$ cat config.mk
export PLATFORM = sky130hd
export DESIGN_NAME = fpg_gpio
export DESIGN_NICKNAME = d
export VERILOG_FILES = /design/src/rtl/fpg_pkg.sv /design/src/rtl/fpg_gpio.sv /design/src/rtl/fpg_pin_cell.sv
export VERILOG_INCLUDE_DIRS = /design/src /design/src/rtl
export SDC_FILE = /design/constraint.sdc
export NUM_CORES = 1
export LEC_CHECK = 0
export CORE_MARGIN = 5
export CORE_UTILIZATION = 40
export CTS_CLUSTER_DIAMETER = 30
export DETAILED_ROUTE_END_ITERATION = 16
export DONT_BUFFER_PORTS = 1
export PLACE_DENSITY = 0.66
export SYNTH_ARGS = -nofsm -noshare
export SYNTH_HDL_FRONTEND = slang
export SYNTH_SLANG_ARGS = --single-unit
$ cat constraint.sdc
create_clock -name mclk_in -period 2.2 [get_ports mclk_in]
set_input_delay 0.22 -clock mclk_in [delete_from_list [all_inputs] [get_ports mclk_in]]
set_output_delay 0.22 -clock mclk_in [all_outputs]
set_load 0.02 [all_outputs]
$ cat src/rtl/fpg_params.svh
// register offsets, field positions and reset values of the gpio block
`ifndef FPG_PARAMS_SVH
`define FPG_PARAMS_SVH

`define FPG_OFS_MODE       12'h0214
`define FPG_OFS_LEVEL      12'h0218
`define FPG_OFS_OUT        12'h021C
`define FPG_OFS_IRQ_STAT   12'h0224
`define FPG_OFS_IRQ_MASK   12'h0228
`define FPG_MODE_RST       8'h00
`define FPG_OUT_RST        4'h0
`define FPG_LEVEL_RST      4'h0
`define FPG_STAT_RST       4'h0
`define FPG_MASK_RST       4'h0
`define FPG_MODE_BITS      2
`define FPG_PIN_COUNT      4

`endif

$ cat src/rtl/fpg_pkg.sv
// types shared by the gpio block
package fpg_pkg;

  typedef enum logic [1:0] {
    FPG_MODE_IN,
    FPG_MODE_PUSH,
    FPG_MODE_OD,
    FPG_MODE_IRQ
  } fpg_mode_t;

  typedef struct packed {
    logic [11:0] addr;
    logic [31:0] data;
    logic [3:0]  strb;
  } fpg_wreq_t;

  typedef struct packed {
    logic       valid;
    logic [1:0] vector;
  } fpg_msi_t;

endpackage : fpg_pkg

$ cat src/rtl/fpg_gpio.sv
// four pin gpio with msi requests and an axi4-lite register slave
//
// Notes on behaviour
// [RULE_01] two-bit mode per pin, reset input
// [RULE_02] pin n mode at bits 2n+1:2n
// [RULE_03] irq mode: falling edge requests msi n
// [RULE_04] level register shows sampled pins, upper zero
// [RULE_05] level register read-only, writes ignored
// [RULE_06] output register drives pins in output modes
// [RULE_07] output register reads back stored value
// [RULE_08] open drain: low on 0, released on 1
//
// Register access over AXI4-Lite is this design's own decision.
`timescale 1ns/1ps
`default_nettype none
`include "fpg_params.svh"
module fpg_gpio
  import fpg_pkg::*;
#(
  parameter int PINS = `FPG_PIN_COUNT
) (
  // clock and reset
  input  wire logic             mclk_in,
  input  wire logic             reset_in,
  // axi4-lite write address
  input  wire logic [11:0]      s_awaddr_in,
  input  wire logic             s_awvalid_in,
  output logic                  s_awready_out,
  // axi4-lite write data
  input  wire logic [31:0]      s_wdata_in,
  input  wire logic [3:0]       s_wstrb_in,
  input  wire logic             s_wvalid_in,
  output logic                  s_wready_out,
  // axi4-lite write response
  output logic [1:0]            s_bresp_out,
  output logic                  s_bvalid_out,
  input  wire logic             s_bready_in,
  // axi4-lite read address
  input  wire logic [11:0]      s_araddr_in,
  input  wire logic             s_arvalid_in,
  output logic                  s_arready_out,
  // axi4-lite read data
  output logic [31:0]           s_rdata_out,
  output logic [1:0]            s_rresp_out,
  output logic                  s_rvalid_out,
  input  wire logic             s_rready_in,
  // pins
  input  wire logic [PINS-1:0]  gpio_in,
  output logic [PINS-1:0]       gpio_out,
  output logic [PINS-1:0]       gpio_oe_out,
  // msi request, one cycle pulse per event
  output logic                  msi_req_out,
  output logic [1:0]            msi_vector_out,
  // level interrupt
  output logic                  irq_out
);

  // decode, vector width and mode byte serve four pins only
  if (PINS != `FPG_PIN_COUNT) begin : g_pins_check
    $error("fpg_gpio serves exactly four pins");
  end
  if (`FPG_MODE_BITS * PINS != 8) begin : g_mode_check
    $error("mode fields must fill one byte");
  end

  // bus response codes
  localparam logic [1:0] RESP_OKAY   = 2'h0;
  localparam logic [1:0] RESP_SLVERR = 2'h2;

  ////////////////////////////////////////////////////////////////////////////
  // registers

  logic [7:0]      mode_reg;
  logic [PINS-1:0] out_reg;
  logic [PINS-1:0] level_reg;
  logic [PINS-1:0] stat_reg;
  logic [PINS-1:0] mask_reg;
  fpg_msi_t        msi_reg;
  logic [PINS-1:0] pend_reg;
  logic            irq_reg;

  // write and read channel holding
  logic            aw_held_reg;
  logic            w_held_reg;
  fpg_wreq_t       wreq_reg;
  logic            bvalid_reg;
  logic [1:0]      bresp_reg;
  logic            rvalid_reg;
  logic [31:0]     rdata_reg;
  logic [1:0]      rresp_reg;

  ////////////////////////////////////////////////////////////////////////////
  // pins

  logic [PINS-1:0] level_w;
  logic [PINS-1:0] fall_w;

  genvar gi;
  generate
    for (gi = 0; gi < PINS; gi++) begin : g_pin
      fpg_pin_cell u_cell (
        .mclk_in    (mclk_in),
        .reset_in   (reset_in),
        .mode_in    (fpg_mode_t'(mode_reg[2*gi +: `FPG_MODE_BITS])), // [RULE_02]
        .out_bit_in (out_reg[gi]),
        .pin_in     (gpio_in[gi]),
        .pin_out    (gpio_out[gi]),
        .pin_oe_out (gpio_oe_out[gi]),
        .level_out  (level_w[gi]),
        .fall_out   (fall_w[gi])
      );
    end
  endgenerate

  ////////////////////////////////////////////////////////////////////////////
  // decode

  function automatic logic [3:0] fpg_strb_merge_sel(input logic [11:0] a);
    // one hot: mode, out, stat, mask
    fpg_strb_merge_sel = {a == `FPG_OFS_IRQ_MASK, a == `FPG_OFS_IRQ_STAT,
                          a == `FPG_OFS_OUT, a == `FPG_OFS_MODE};
  endfunction : fpg_strb_merge_sel

  function automatic logic fpg_mapped(input logic [11:0] a);
    fpg_mapped = (|fpg_strb_merge_sel(a)) || (a == `FPG_OFS_LEVEL);
  endfunction : fpg_mapped

  // lowest set bit wins, so simultaneous edges leave in pin order
  function automatic logic [1:0] fpg_lowest_idx(input logic [3:0] v);
    fpg_lowest_idx = 2'd0;
    for (int i = 3; i >= 0; i--) begin
      if (v[i]) begin
        fpg_lowest_idx = 2'(i);
      end
    end
  endfunction : fpg_lowest_idx

  wire       aw_take  = s_awvalid_in && !aw_held_reg && !bvalid_reg;
  wire       w_take   = s_wvalid_in && !w_held_reg && !bvalid_reg;
  wire       aw_have  = aw_held_reg || aw_take;
  wire       w_have   = w_held_reg || w_take;
  wire       wr_fire  = aw_have && w_have;
  wire [11:0] wr_addr = aw_held_reg ? wreq_reg.addr : s_awaddr_in;
  wire [31:0] wr_data = w_held_reg ? wreq_reg.data : s_wdata_in;
  wire [3:0]  wr_strb = w_held_reg ? wreq_reg.strb : s_wstrb_in;
  wire [3:0]  wr_sel  = wr_fire ? fpg_strb_merge_sel(wr_addr) : 4'h0;
  wire        wr_lo   = wr_strb[0];
  // level register never written: writes there just answer okay
  wire        wr_ok   = fpg_mapped(wr_addr); // [RULE_05]

  // read data is chosen while the address is offered
  wire        rd_take = s_arvalid_in && !rvalid_reg;
  wire [11:0] ra      = s_araddr_in;
  wire [31:0] rd_val  =
    (ra == `FPG_OFS_MODE)     ? {24'h00_0000, mode_reg} :
    (ra == `FPG_OFS_LEVEL)    ? {28'h000_0000, level_reg} : // [RULE_04]
    (ra == `FPG_OFS_OUT)      ? {28'h000_0000, out_reg} :   // [RULE_07]
    (ra == `FPG_OFS_IRQ_STAT) ? {28'h000_0000, stat_reg} :
    (ra == `FPG_OFS_IRQ_MASK) ? {28'h000_0000, mask_reg} :
                                32'h0000_0000;

  // strobe lane 0 carries every field, so it gates every write
  wire            wr_mode   = wr_sel[0] && wr_lo;
  wire            wr_out    = wr_sel[1] && wr_lo;
  wire            wr_stat   = wr_sel[2] && wr_lo;
  wire            wr_mask   = wr_sel[3] && wr_lo;

  // set wins over write-one-to-clear
  wire [PINS-1:0] stat_clr  = wr_stat ? wr_data[PINS-1:0] : '0;
  wire [PINS-1:0] stat_next = (stat_reg & ~stat_clr) | fall_w;

  // msi: one pulse per cycle, lowest pending pin first
  wire [PINS-1:0] pend_all  = pend_reg | fall_w;
  wire [PINS-1:0] pick      = pend_all & (~pend_all + {{(PINS-1){1'b0}}, 1'b1});
  wire [1:0]      pick_idx  = fpg_lowest_idx(pick);
  wire [PINS-1:0] pend_next = pend_all & ~pick;

  // register next values
  wire [7:0]      mode_next = wr_mode ? wr_data[7:0] : mode_reg;
  wire [PINS-1:0] out_next  = wr_out ? wr_data[PINS-1:0] : out_reg;
  wire [PINS-1:0] mask_next = wr_mask ? wr_data[PINS-1:0] : mask_reg;
  // registered so the interrupt line never glitches on a decode
  wire            irq_next  = |(stat_next & mask_next);

  // write channel: each half waits for its partner
  wire            aw_held_next = aw_have && !wr_fire;
  wire            w_held_next  = w_have && !wr_fire;
  wire            bvalid_next  = wr_fire || (bvalid_reg && !s_bready_in);
  wire [1:0]      bresp_next   = wr_ok ? RESP_OKAY : RESP_SLVERR;

  // handshake outputs straight from the holding flags
  assign s_awready_out  = !aw_held_reg && !bvalid_reg;
  assign s_wready_out   = !w_held_reg && !bvalid_reg;
  assign s_bvalid_out   = bvalid_reg;
  assign s_bresp_out    = bresp_reg;
  assign s_arready_out  = !rvalid_reg;
  assign s_rvalid_out   = rvalid_reg;
  assign s_rdata_out    = rdata_reg;
  assign s_rresp_out    = rresp_reg;
  assign msi_req_out    = msi_reg.valid;
  assign msi_vector_out = msi_reg.vector;
  assign irq_out        = irq_reg;

  ////////////////////////////////////////////////////////////////////////////
  // state

  // pin drivers follow these two without delay
  always_ff @(posedge mclk_in or posedge reset_in) begin
    if (reset_in) begin
      mode_reg <= `FPG_MODE_RST; // [RULE_01]
      out_reg  <= `FPG_OUT_RST; // [RULE_06]
    end else begin
      mode_reg <= mode_next; // [RULE_01] [RULE_02]
      out_reg  <= out_next; // [RULE_06]
    end
  end

  // bus writes never reach the level register
  always_ff @(posedge mclk_in or posedge reset_in) begin
    if (reset_in) begin
      level_reg <= `FPG_LEVEL_RST; // [RULE_05]
    end else begin
      level_reg <= level_w; // [RULE_04] [RULE_05]
    end
  end

  always_ff @(posedge mclk_in or posedge reset_in) begin
    if (reset_in) begin
      stat_reg <= `FPG_STAT_RST;
      mask_reg <= `FPG_MASK_RST;
      irq_reg  <= 1'b0;
    end else begin
      stat_reg <= stat_next;
      mask_reg <= mask_next;
      irq_reg  <= irq_next;
    end
  end

  // pending edges survive until their pulse is sent
  always_ff @(posedge mclk_in or posedge reset_in) begin
    if (reset_in) begin
      pend_reg <= '0;
      msi_reg  <= '0;
    end else begin
      pend_reg       <= pend_next;
      msi_reg.valid  <= |pend_all; // [RULE_03]
      msi_reg.vector <= pick_idx; // [RULE_03]
    end
  end

  always_ff @(posedge mclk_in or posedge reset_in) begin
    if (reset_in) begin
      aw_held_reg <= 1'b0;
      w_held_reg  <= 1'b0;
      bvalid_reg  <= 1'b0;
      bresp_reg   <= RESP_OKAY;
    end else begin
      aw_held_reg <= aw_held_next;
      w_held_reg  <= w_held_next;
      bvalid_reg  <= bvalid_next;
      if (wr_fire) begin
        bresp_reg <= bresp_next;
      end
    end
  end

  // a half that arrives alone is parked until its partner comes
  always_ff @(posedge mclk_in or posedge reset_in) begin
    if (reset_in) begin
      wreq_reg <= '0;
    end else begin
      if (aw_take) begin
        wreq_reg.addr <= s_awaddr_in;
      end
      if (w_take) begin
        wreq_reg.data <= s_wdata_in;
        wreq_reg.strb <= s_wstrb_in;
      end
    end
  end

  // read answer stands until the master takes it
  wire        rvalid_next = rd_take || (rvalid_reg && !s_rready_in);
  wire [1:0]  rresp_next  = fpg_mapped(ra) ? RESP_OKAY : RESP_SLVERR;

  always_ff @(posedge mclk_in or posedge reset_in) begin
    if (reset_in) begin
      rvalid_reg <= 1'b0;
      rdata_reg  <= 32'h0000_0000;
      rresp_reg  <= RESP_OKAY;
    end else begin
      rvalid_reg <= rvalid_next;
      if (rd_take) begin
        rdata_reg <= rd_val;
        rresp_reg <= rresp_next;
      end
    end
  end

endmodule : fpg_gpio
`default_nettype wire

$ cat src/rtl/fpg_pin_cell.sv
// one gpio pin: synchroniser, drivers and falling edge detect
`timescale 1ns/1ps
`default_nettype none
module fpg_pin_cell
  import fpg_pkg::*;
(
  // clock and reset
  input  wire logic       mclk_in,
  input  wire logic       reset_in,
  // control
  input  wire fpg_mode_t  mode_in,
  input  wire logic       out_bit_in,
  // pin
  input  wire logic       pin_in,
  output logic            pin_out,
  output logic            pin_oe_out,
  // status
  output logic            level_out,
  output logic            fall_out
);

  logic meta_reg;
  logic sync_reg;
  logic prev_reg;

  always_ff @(posedge mclk_in or posedge reset_in) begin
    if (reset_in) begin
      meta_reg <= 1'b0;
      sync_reg <= 1'b0;
      prev_reg <= 1'b0;
    end else begin
      meta_reg <= pin_in;
      sync_reg <= meta_reg;
      prev_reg <= sync_reg;
    end
  end

  // level sensed in every mode
  assign level_out = sync_reg; // [RULE_04]
  // edge only in interrupt mode; pin stays an input there
  assign fall_out = (mode_in == FPG_MODE_IRQ) && prev_reg && !sync_reg; // [RULE_03]
  // open drain only ever drives low, pull-up makes the high
  assign pin_out = (mode_in == FPG_MODE_PUSH) ? out_bit_in : 1'b0; // [RULE_08]
  assign pin_oe_out = (mode_in == FPG_MODE_PUSH) ||
                      ((mode_in == FPG_MODE_OD) && !out_bit_in); // [RULE_06] [RULE_08]

endmodule : fpg_pin_cell
`default_nettype wire

Word-level counts from Yosys, hierarchy flattened. Cells that the tools add are included.

$add $sub $neg: 1. Eq/ne operators: 22. Multiplexer cells: 21. Bitwise logic cells: 9. Reduce and logical (&&, ||, !) cells: 57.

Operator list (number): $eq 12x10->1 const B (10); $logic_and 1x1->1 (28); $mux 4 (7); $and 4x4->4 (4); $eq 2x2->1 const B (8); $mux 8 (2); $reduce_or 4->1 (4); $logic_not 1->1 (15); $mux 12 (1); $mux 2 (6); $not 4->4 (3); $logic_or 1x1->1 (10); $eq 2x1->1 const B (4); $or 4x4->4 (2); $mux 1 (5); $add 4x1->4 const B (1).

Register bits: 105. Output and inout port bits: 53. Word-level logic and storage cells: 141.

Logic depth before layout (Yosys ltp). Gate-level depths: netlist of run 1.

Word-level depth: 13. Depth in mapped cells: 8. Depth with buffers taken out: 6.

Hierarchy. Synthesis of run 1 repeated with hierarchy kept, for this count alone.

Cell total of the unflattened synthesis: 300. Area, all modules: 3618.5 um2.

Modules (own cells, without submodules): fpg_gpio (instances 1, cells each 268, area each 3148.0 um2); fpg_pin_cell (instances 4, cells each 8, area each 117.6 um2).

Worst setup path before layout of run 1. No wires, ideal clock.

Kind: flip-flop to flip-flop. Start point: reg bvalid_reg (netlist: s_bvalid_out). End point: reg irq_reg (netlist: irq_out). Setup time: 0.126 ns. Arrival: 2.197 ns. Required time: 2.074 ns. Slack: -0.122 ns. Cell stages (with the launch flop): 7. Clock period less this slack: 2.322 ns. Cell sequence: dfrtp_1 > and4bb_2 > o22ai_2 > a2111oi_4 > mux2_4 > a22o_1 > a221o_1.

Elaborated cells between the ends (all ways): 16. Classes of those cells: mux: 3; bitwise: 4; reduce/logical: 9.

RTL lines: start: declaration (line fpg_gpio.sv:86) `logic bvalid_reg;`; start signal: assignment (line fpg_gpio.sv:260) `bvalid_reg <= bvalid_next;`; $logic_not 1->1 (*) (line fpg_gpio.sv:138, fpg_gpio.sv:139); $logic_and 1x1->1, on equally long branches (line fpg_gpio.sv:138, fpg_gpio.sv:139); $logic_or 1x1->1, on equally long branches (line fpg_gpio.sv:140, fpg_gpio.sv:141); $logic_and 1x1->1 (*) (line fpg_gpio.sv:142) `wire wr_fire = aw_have && w_have;`; $mux 4 (*) (line fpg_gpio.sv:146) `wire [3:0] wr_sel = wr_fire ? fpg_strb_merge_sel(wr_addr) : 4'h0;`; $logic_and 1x1->1 (*) (line fpg_gpio.sv:166) `wire wr_mask = wr_sel[3] && wr_lo;`; $mux 4 (*) (line fpg_gpio.sv:181) `wire [PINS-1:0] mask_next = wr_mask ? wr_data[PINS-1:0] : mask_reg;`; net mask_next[0] (line fpg_gpio.sv:181); $and 4x4->4 (*) (line fpg_gpio.sv:183) `wire irq_next = |(stat_next & mask_next);`; $reduce_or 4->1 (*) (line fpg_gpio.sv:183); net irq_next (line fpg_gpio.sv:183); end signal: assignment (line fpg_gpio.sv:235) `irq_reg <= irq_next;`; end: declaration (line fpg_gpio.sv:80) `logic irq_reg;`.

The timed path passes the listed nets; every way through them passes the cells marked *. A chain may end at the register's enable or synchronous reset.

Worst setup path in the final report of run 1.
Start point: reg aw_held_reg. End point: reg irq_reg (netlist: irq_out).

Elaborated cells between the ends (all ways): 18. Classes of those cells: eq/ne: 2; mux: 4; bitwise: 4; reduce/logical: 8.

RTL lines: start: declaration (line fpg_gpio.sv:83) `logic aw_held_reg;`; start signal: assignment (line fpg_gpio.sv:258) `aw_held_reg <= aw_held_next;`; branches (longest 5 deep; another with $mux 12); $mux 4 (*) (line fpg_gpio.sv:146); $logic_and 1x1->1 (*) (line fpg_gpio.sv:166); $mux 4 (*) (line fpg_gpio.sv:181); net mask_next[0] (line fpg_gpio.sv:181); $and 4x4->4 (*) (line fpg_gpio.sv:183); $reduce_or 4->1 (*) (line fpg_gpio.sv:183); net irq_next (line fpg_gpio.sv:183).

Mark *: on every way through the listed nets, which the timed path passes.

==> reports/results.tsv, run 1 <==
metric	value	unit
cts_buffers	9	
syn_inst	317	
h-tree-depth	3	
rsz0062_at_grt	true	
outcome	complete, but fails checks	
wire_per_inst	16.2	µm
synth_edf_count	0	
synth.distinct_cells	46	
syn_to_final_growth	12.6	%
cp_data_arrival_time	2.48	ns
synth-xor-area-share	0	
synth.area.mux_share	0.158	
setup_ws	-0.0619	ns
synthAdderAreaFrac	0	
ios	124	
power	4.03	mW
use_met3	0.0629	
routed_via_density	5.08	
startpoint_type	flop	
nets	411	
syn_area	3610	µm²
clk-insertion-delay-late	0.33	ns
n_antenna_cell	0	
largest_register_ffs	21	
ff2ff_setup_slack	-0.06	ns
finClkSkew	0.00986	ns
period_share	1.03	
grtUsageMet1	0.174	
dp.cells	427	
grt_pass1_wl	12200	µm
routed_wl	7330	µm
hold_violations	0	
ys_ff_latch	74	
stdcell_area	4070	µm²
clk_pin_slew	0.08	ns
cts-root-buf	clkbuf_8	
fin_util	0.464	
max_stage_delay	0.44	ns
die_x	105	µm
worstPathRequired	2.42	ns
synth_area_leaders	dfrtp_1 51%, mux2_2 10%, buf_4 7.1%	
die_area	11000	µm²
drive_above_1_share	0.272	
coreArea	8760	µm²
vias	2300	
final.setup.tns	-0.0933	ns
min_period	2.26	ns
ant_nets	0	
fmax	442	MHz
violations	setup timing	
nFillCells	785	
drtPass1Iterations	4	
ys_seq_area_frac	0.512	
clkSinkCount	74	
gp_congestion	0.786	
rows	34	
synth-compound-area-share	0.0973	
grt_pass1_vias	2416	
tightestPinTransition	0.551	ns
slew_viol_final	0	
hp-class	in2reg	
max-slew-margin-rel	0.622	
p_leak	1.82	nW
cts_tree	done	
track_usage	0.137	
synth_top_family_by_area	multiplexers	
overflow	0	
post_dp_cell_area	3710	µm²
io_buffers	0	
hold_slack	0.0305	ns
syn_avg_cell_area	11.4	µm²
top_usage_layer	met2	
synthFlopType	dfrtp_1	
yosys_warnings	0	
place.detailed.hpwl	5600	µm
synth_top_area_share	0.512	
crit_fanout	9	
crit_path_end_kind	flop	
drc	0	
chipHeight	105	µm
cp_slowest_cell	dfrtp_2	
powerDensity	990	nW/µm²
antenna_found_initial	0	
synthSimpleGateAreaFrac	0.142	
post-synth-top-area-cell	dfrtp_1	
cts_buffer_depth	2	
vdd_drop_max	0.000422	V
preCtsSetupSlack	-0.184	ns
final-setup-viol-count	3	
critPathKind	reg2reg	
start_util	0.412	
path_cells	buf_6 -> nor3b_4 -> o22ai_4 -> a2111oi_4 -> mux2_4 -> a22o_1 -> a221o_1	
stdcell_count	453	
grtUsageMet2	0.209	
drt-initial-drc-count	99	
grt_max_degree	75	
maxCapViolCount	0	
ys_async_sr_fraction	1.00	
==> layout make-up <==
cell class	instances	area, µm²	share of cell area
Clock buffer	11	141	0.0347
Clock inverter	5	53.8	0.0132
Inverter	7	26.3	0.00646
Multi-Input combinational cell	218	1600	0.392
Sequential cell	74	1850	0.455
Tap cell	108	135	0.0332
Timing Repair Buffer	30	263	0.0646
==> cells in the mapped netlist (7+ instances only) <==
cell type,count
dfrtp_1,74
buf_4,34
mux2_2,33
nor2_1,25
nand2_1,18
o21ai_0,15
a21oi_1,12
mux2i_1,11
nand3_1,10
inv_1,7
==> path summary, 6_finish.rpt <==
kind | startpoint | endpoint | cells past startpoint
worst max register to register | aw_held_reg$_DFF_PP0_ | irq_out$_DFF_PP0_ | 7
max in group asynchronous | reset_in | aw_held_reg$_DFF_PP0_ | 3
worst min register to register | g_pin[0].u_cell.meta_reg$_DFF_PP0_ | g_pin[0].u_cell.level_out$_DFF_PP0_ | 0
worst min-delay path | s_wdata_in[4] | wreq_reg[8]$_DFFE_PP0P_ | 1
min in group asynchronous | reset_in | s_rresp_out[1]$_DFFE_PP0P_ | 3
worst max-delay path | aw_held_reg$_DFF_PP0_ | irq_out$_DFF_PP0_ | 7
==> cells by family (layout without fill, tap and decap cells) <==
group                  after synthesis  after routing
DFF                                 74             74
buffers and inverters               50             53
AOI/OAI and AO/OA                   50             50
other                                1             26
and+or+nand+nor                     93             93
muxes                               49             49
==> cells in the final DEF (no fill, tap or decap), types with 2 or more instances in the layout <==
master and n:
nor2_4 2, buf_6 2, dlygate4sd3_1 7, a221oi_1 2
a21o_1 3, mux2i_1 11, inv_1 6, mux2_2 33
conb_1 26, nand4b_1 2, nor2b_1 6, and3b_1 5
nor4b_1 2, mux2i_4 2, mux2_4 3, and4bb_2 2
and2_1 4, buf_4 20, dfrtp_1 73, o211ai_1 2
o21ai_0 15, and4b_1 3, clkinv_2 3, nor2_1 25
a22o_1 3, nor3b_1 2, nand2_1 18, nand3_1 10
clkbuf_8 10, a21boi_0 2, a21oi_1 12
==> metal layers <==
metal / part of all wire / up-vias
met5: 0 / -
met4: 0.014 / 0
met3: 0.11 / 7
met2: 0.45 / 92
met1: 0.43 / 1096
li1: - / 1105
==> critical path: cells and delay by family, from the launching register on <==
family / cells / cell delay (ns)
compound gates: 4 / 1.00
flops: 1 / 0.44
mux: 1 / 0.34
simple gates: 1 / 0.21
buf+inv: 1 / 0.16
==> power breakdown <==
part	switching, mW	leakage [nW]	internal, mW	total (mW)
clock	0.483	0.103	0.552	1.03
sequential	0.183	0.937	1.62	1.80
combinational	0.582	0.779	0.608	1.19
==> repair_timing <==
item | CTS | global route
gates resized for setup | 10 | 7
gates cloned | 0 | 0
pin swaps | 3 | 0
hold buffers | 7 | 0
hold endpoints to repair | 80 | 0
endpoints found under the setup margin | 12 | 13
buffers inserted | 3 | 0
Note: power is estimated with default switching activity, not from simulation.
==> run 2, diff against run 1 <==
==> constraint.sdc (replaced) <==
create_clock -name mclk_in -period 2.2 [get_ports mclk_in]
set_input_delay 0.22 -clock mclk_in [delete_from_list [all_inputs] [get_ports mclk_in]]
set_output_delay 0.22 -clock mclk_in [all_outputs]
set_load 0.005 [all_outputs]
==> run 2 against run 1 <==
- the run still ends with setup timing left
- first-iteration DRC count increased by 52%
- setup slack improved by 0.038 ns
- cell area increased by 1.7%
- clock power about the same
- cell count increased by 2.0%
- via count increased by 2.3%
- clock-buffer cell count decreased by 1
- highest routed layer unchanged
==> reports/results.tsv, run 2 (synthesis results as in run 1) <==
metric	value	unit	change
outcome	complete, but fails checks		
violations	setup timing		
tightestPinTransition	0.545	ns	-0.00593 ns
n_antenna_cell	0		unchanged
hold_depth	1		unchanged
crit_path_end_kind	flop		
antenna_found_initial	0		unchanged
vias	2352		+2.3%
mostFrequentLayoutCell	dfrtp_1		
p_seq_frac	0.448		about the same
cts_buffer_depth	2		unchanged
coreArea	8760	µm²	unchanged
pwr-share-clk	0.261		+0.004
setup_ws	-0.0234	ns	+0.0384 ns
syn_to_final_growth	14.4	%	
track_usage	0.137		about the same
max_stage_delay	0.43	ns	about the same
hp-class	in2reg		
ant_nets	0		unchanged
start_util	0.412		unchanged
path_cells	buf_6 -> mux2i_4 -> nand2_2 -> a2111oi_4 -> mux2_4 -> a22o_1 -> a221o_1		
post_dp_cell_area	3740	µm²	+0.88%
chipHeight	105	µm	unchanged
ff_latch_area	1850	µm²	unchanged
clk_pin_slew	0.08	ns	about the same
drt-initial-drc-count	150		+52%
clkSinkCount	74		unchanged
overflow	0		unchanged
powerDensity	962	nW/µm²	-2.8%
grt_pass1_wl	11800	µm	-3.2%
period_share	1.01		-0.0175
die_area	11000	µm²	unchanged
reg2reg_depth	7		unchanged
p_sw	1.19	mW	-4.5%
p_comb_frac	0.291		-0.005
vdd_drop_max	0.000362	V	-14%
grt_max_degree	58		-23%
hold_violations	0		unchanged
max-slew-margin-rel	0.637		+0.0145
slew_viol_final	0		unchanged
power	3.98	mW	-1.2%
die_x	105	µm	unchanged
startpoint_type	flop		
cp_data_arrival_time	2.46	ns	-0.02 ns
p_leak	1.84	nW	+1.4%
cts-root-buf	clkbuf_8		
cp_slowest_cell	dfrtp_2		
multi_input_area	1590	µm²	-0.55%
finClkSkew	0.0110	ns	+0.00115 ns
final_cell_mix	73 x dfrtp_1, 32 x mux2_2, 26 x conb_1, 25 x nor2_1, 24 x buf_4		
drive_above_1_share	0.274		+0.00155
rsz0062_at_grt	true		
maxCapViolCount	0		unchanged
drtPass1Iterations	4		unchanged
min_period	2.22	ns	-0.0384 ns
critPathKind	reg2reg		
nFillCells	773		-1.5%
largest_register_ffs	21		unchanged
place.detailed.hpwl	5590	µm	-0.27%
rows	34		unchanged
io_buffers	0		unchanged
worstPathRequired	2.44	ns	+0.02 ns
cts_buffers	9		unchanged
p_int	2.79	mW	+0.32%
routed_wl	7500	µm	+2.4%
nets	420		+2.2%
cts_tree	done		
hold_slack	0.0166	ns	-0.0139 ns
routed_via_density	5.09		+0.27%
stdcell_area	4140	µm²	+1.7%
clk-insertion-delay-late	0.35	ns	+0.02 ns
h-tree-depth	3		unchanged
gp_congestion	0.818		+4.2%
preCtsSetupSlack	-0.0681	ns	+0.116 ns
drc	0		unchanged
ios	124		unchanged
final-setup-viol-count	1		-2
fmax	450	MHz	+1.7%
switching_share	0.299		-0.0105
crit_fanout	5		-4
grt_pass1_vias	2302		-4.7%
wire_per_inst	16.2	µm	+0.37%
## run 2: cell count changes in the layout (fill, tap and decap cells not counted), sizes merged
cell         before  now
inv               7    8
clkinv            4    3
clkbuf           11   10
dlygate4sd3       7   13
clkinvlp          0    1
buf              23   26
## run 2: final timing paths
check,startpoint,slack [ns],endpoint
worst max register to register,aw_held_reg$_DFF_PP0_,-0.02,irq_out$_DFF_PP0_
worst max-delay path,aw_held_reg$_DFF_PP0_,-0.02,irq_out$_DFF_PP0_
max in group asynchronous,reset_in,1.24,s_rdata_out[0]$_DFFE_PP0P_
min in group asynchronous,reset_in,0.33,wreq_reg[43]$_DFFE_PP0P_
worst min-delay path,s_awaddr_in[4],0.02,wreq_reg[40]$_DFFE_PP0P_
worst min register to register,g_pin[1].u_cell.meta_reg$_DFF_PP0_,0.35,g_pin[1].u_cell.level_out$_DFF_PP0_
## run 2: cell type report
cell class	count	area share
inverters	7	0.00635
well taps	108	0.0327
repair buffers	39	0.0826
clock inverters	6	0.0157
flip-flops and latches	74	0.448
clock buffers	10	0.0309
multi-input cells	218	0.384
## run 2: routing by layer
layer,vias up,share of wire,track usage,wire (µm)
li1,1128,-,-,-
met1,1123,0.43,0.171,3230
met2,90,0.45,0.205,3410
met3,11,0.096,0.0561,718
met4,0,0.019,0.0694,142
met5,-,0,0,0
## run 2: power by group through the flow
stage                     registers, mW  logic [mW]  clock network [mW]
after global routing               1.82        1.27                1.14
after detailed placement           1.80        1.08                   0
final                              1.78        1.16                1.04
after floorplan                    1.77       0.823                   0
after global placement             1.79        1.06                   0
after CTS                          1.78        1.14                1.07
## run 2: worst max-delay path: cells and delay by family (launching register included)
kind | cells | cell delay [ns]
buffers and inverters | 1 | 0.15
AO/OA/AOI/OAI | 3 | 0.87
flip-flops | 1 | 0.43
AND/OR/NAND/NOR | 1 | 0.08
multiplexers | 2 | 0.58
## run 2: repair_timing
action	CTS	global route
hold buffers	9	4
endpoints found under the setup margin	1	5
gates resized for setup	3	9
hold endpoints to repair	25	4
pin swaps	1	0
setup buffers	4	0
## run 2: stage by stage
| step | TNS [ns] | utilization | std cells |
|---|---|---|---|
| 5_1_grt | -0.114 | 0.472 | 462 |
| 3_3_place_gp | -0.0680 | 0.427 | 429 |
| 2_1_floorplan | -0.0156 | - | 342 |
| 4_1_cts | -0.0441 | 0.464 | 458 |
| 6_report | -0.0234 | 0.472 | 462 |
| 3_5_place_dp | -0.0681 | 0.427 | 429 |
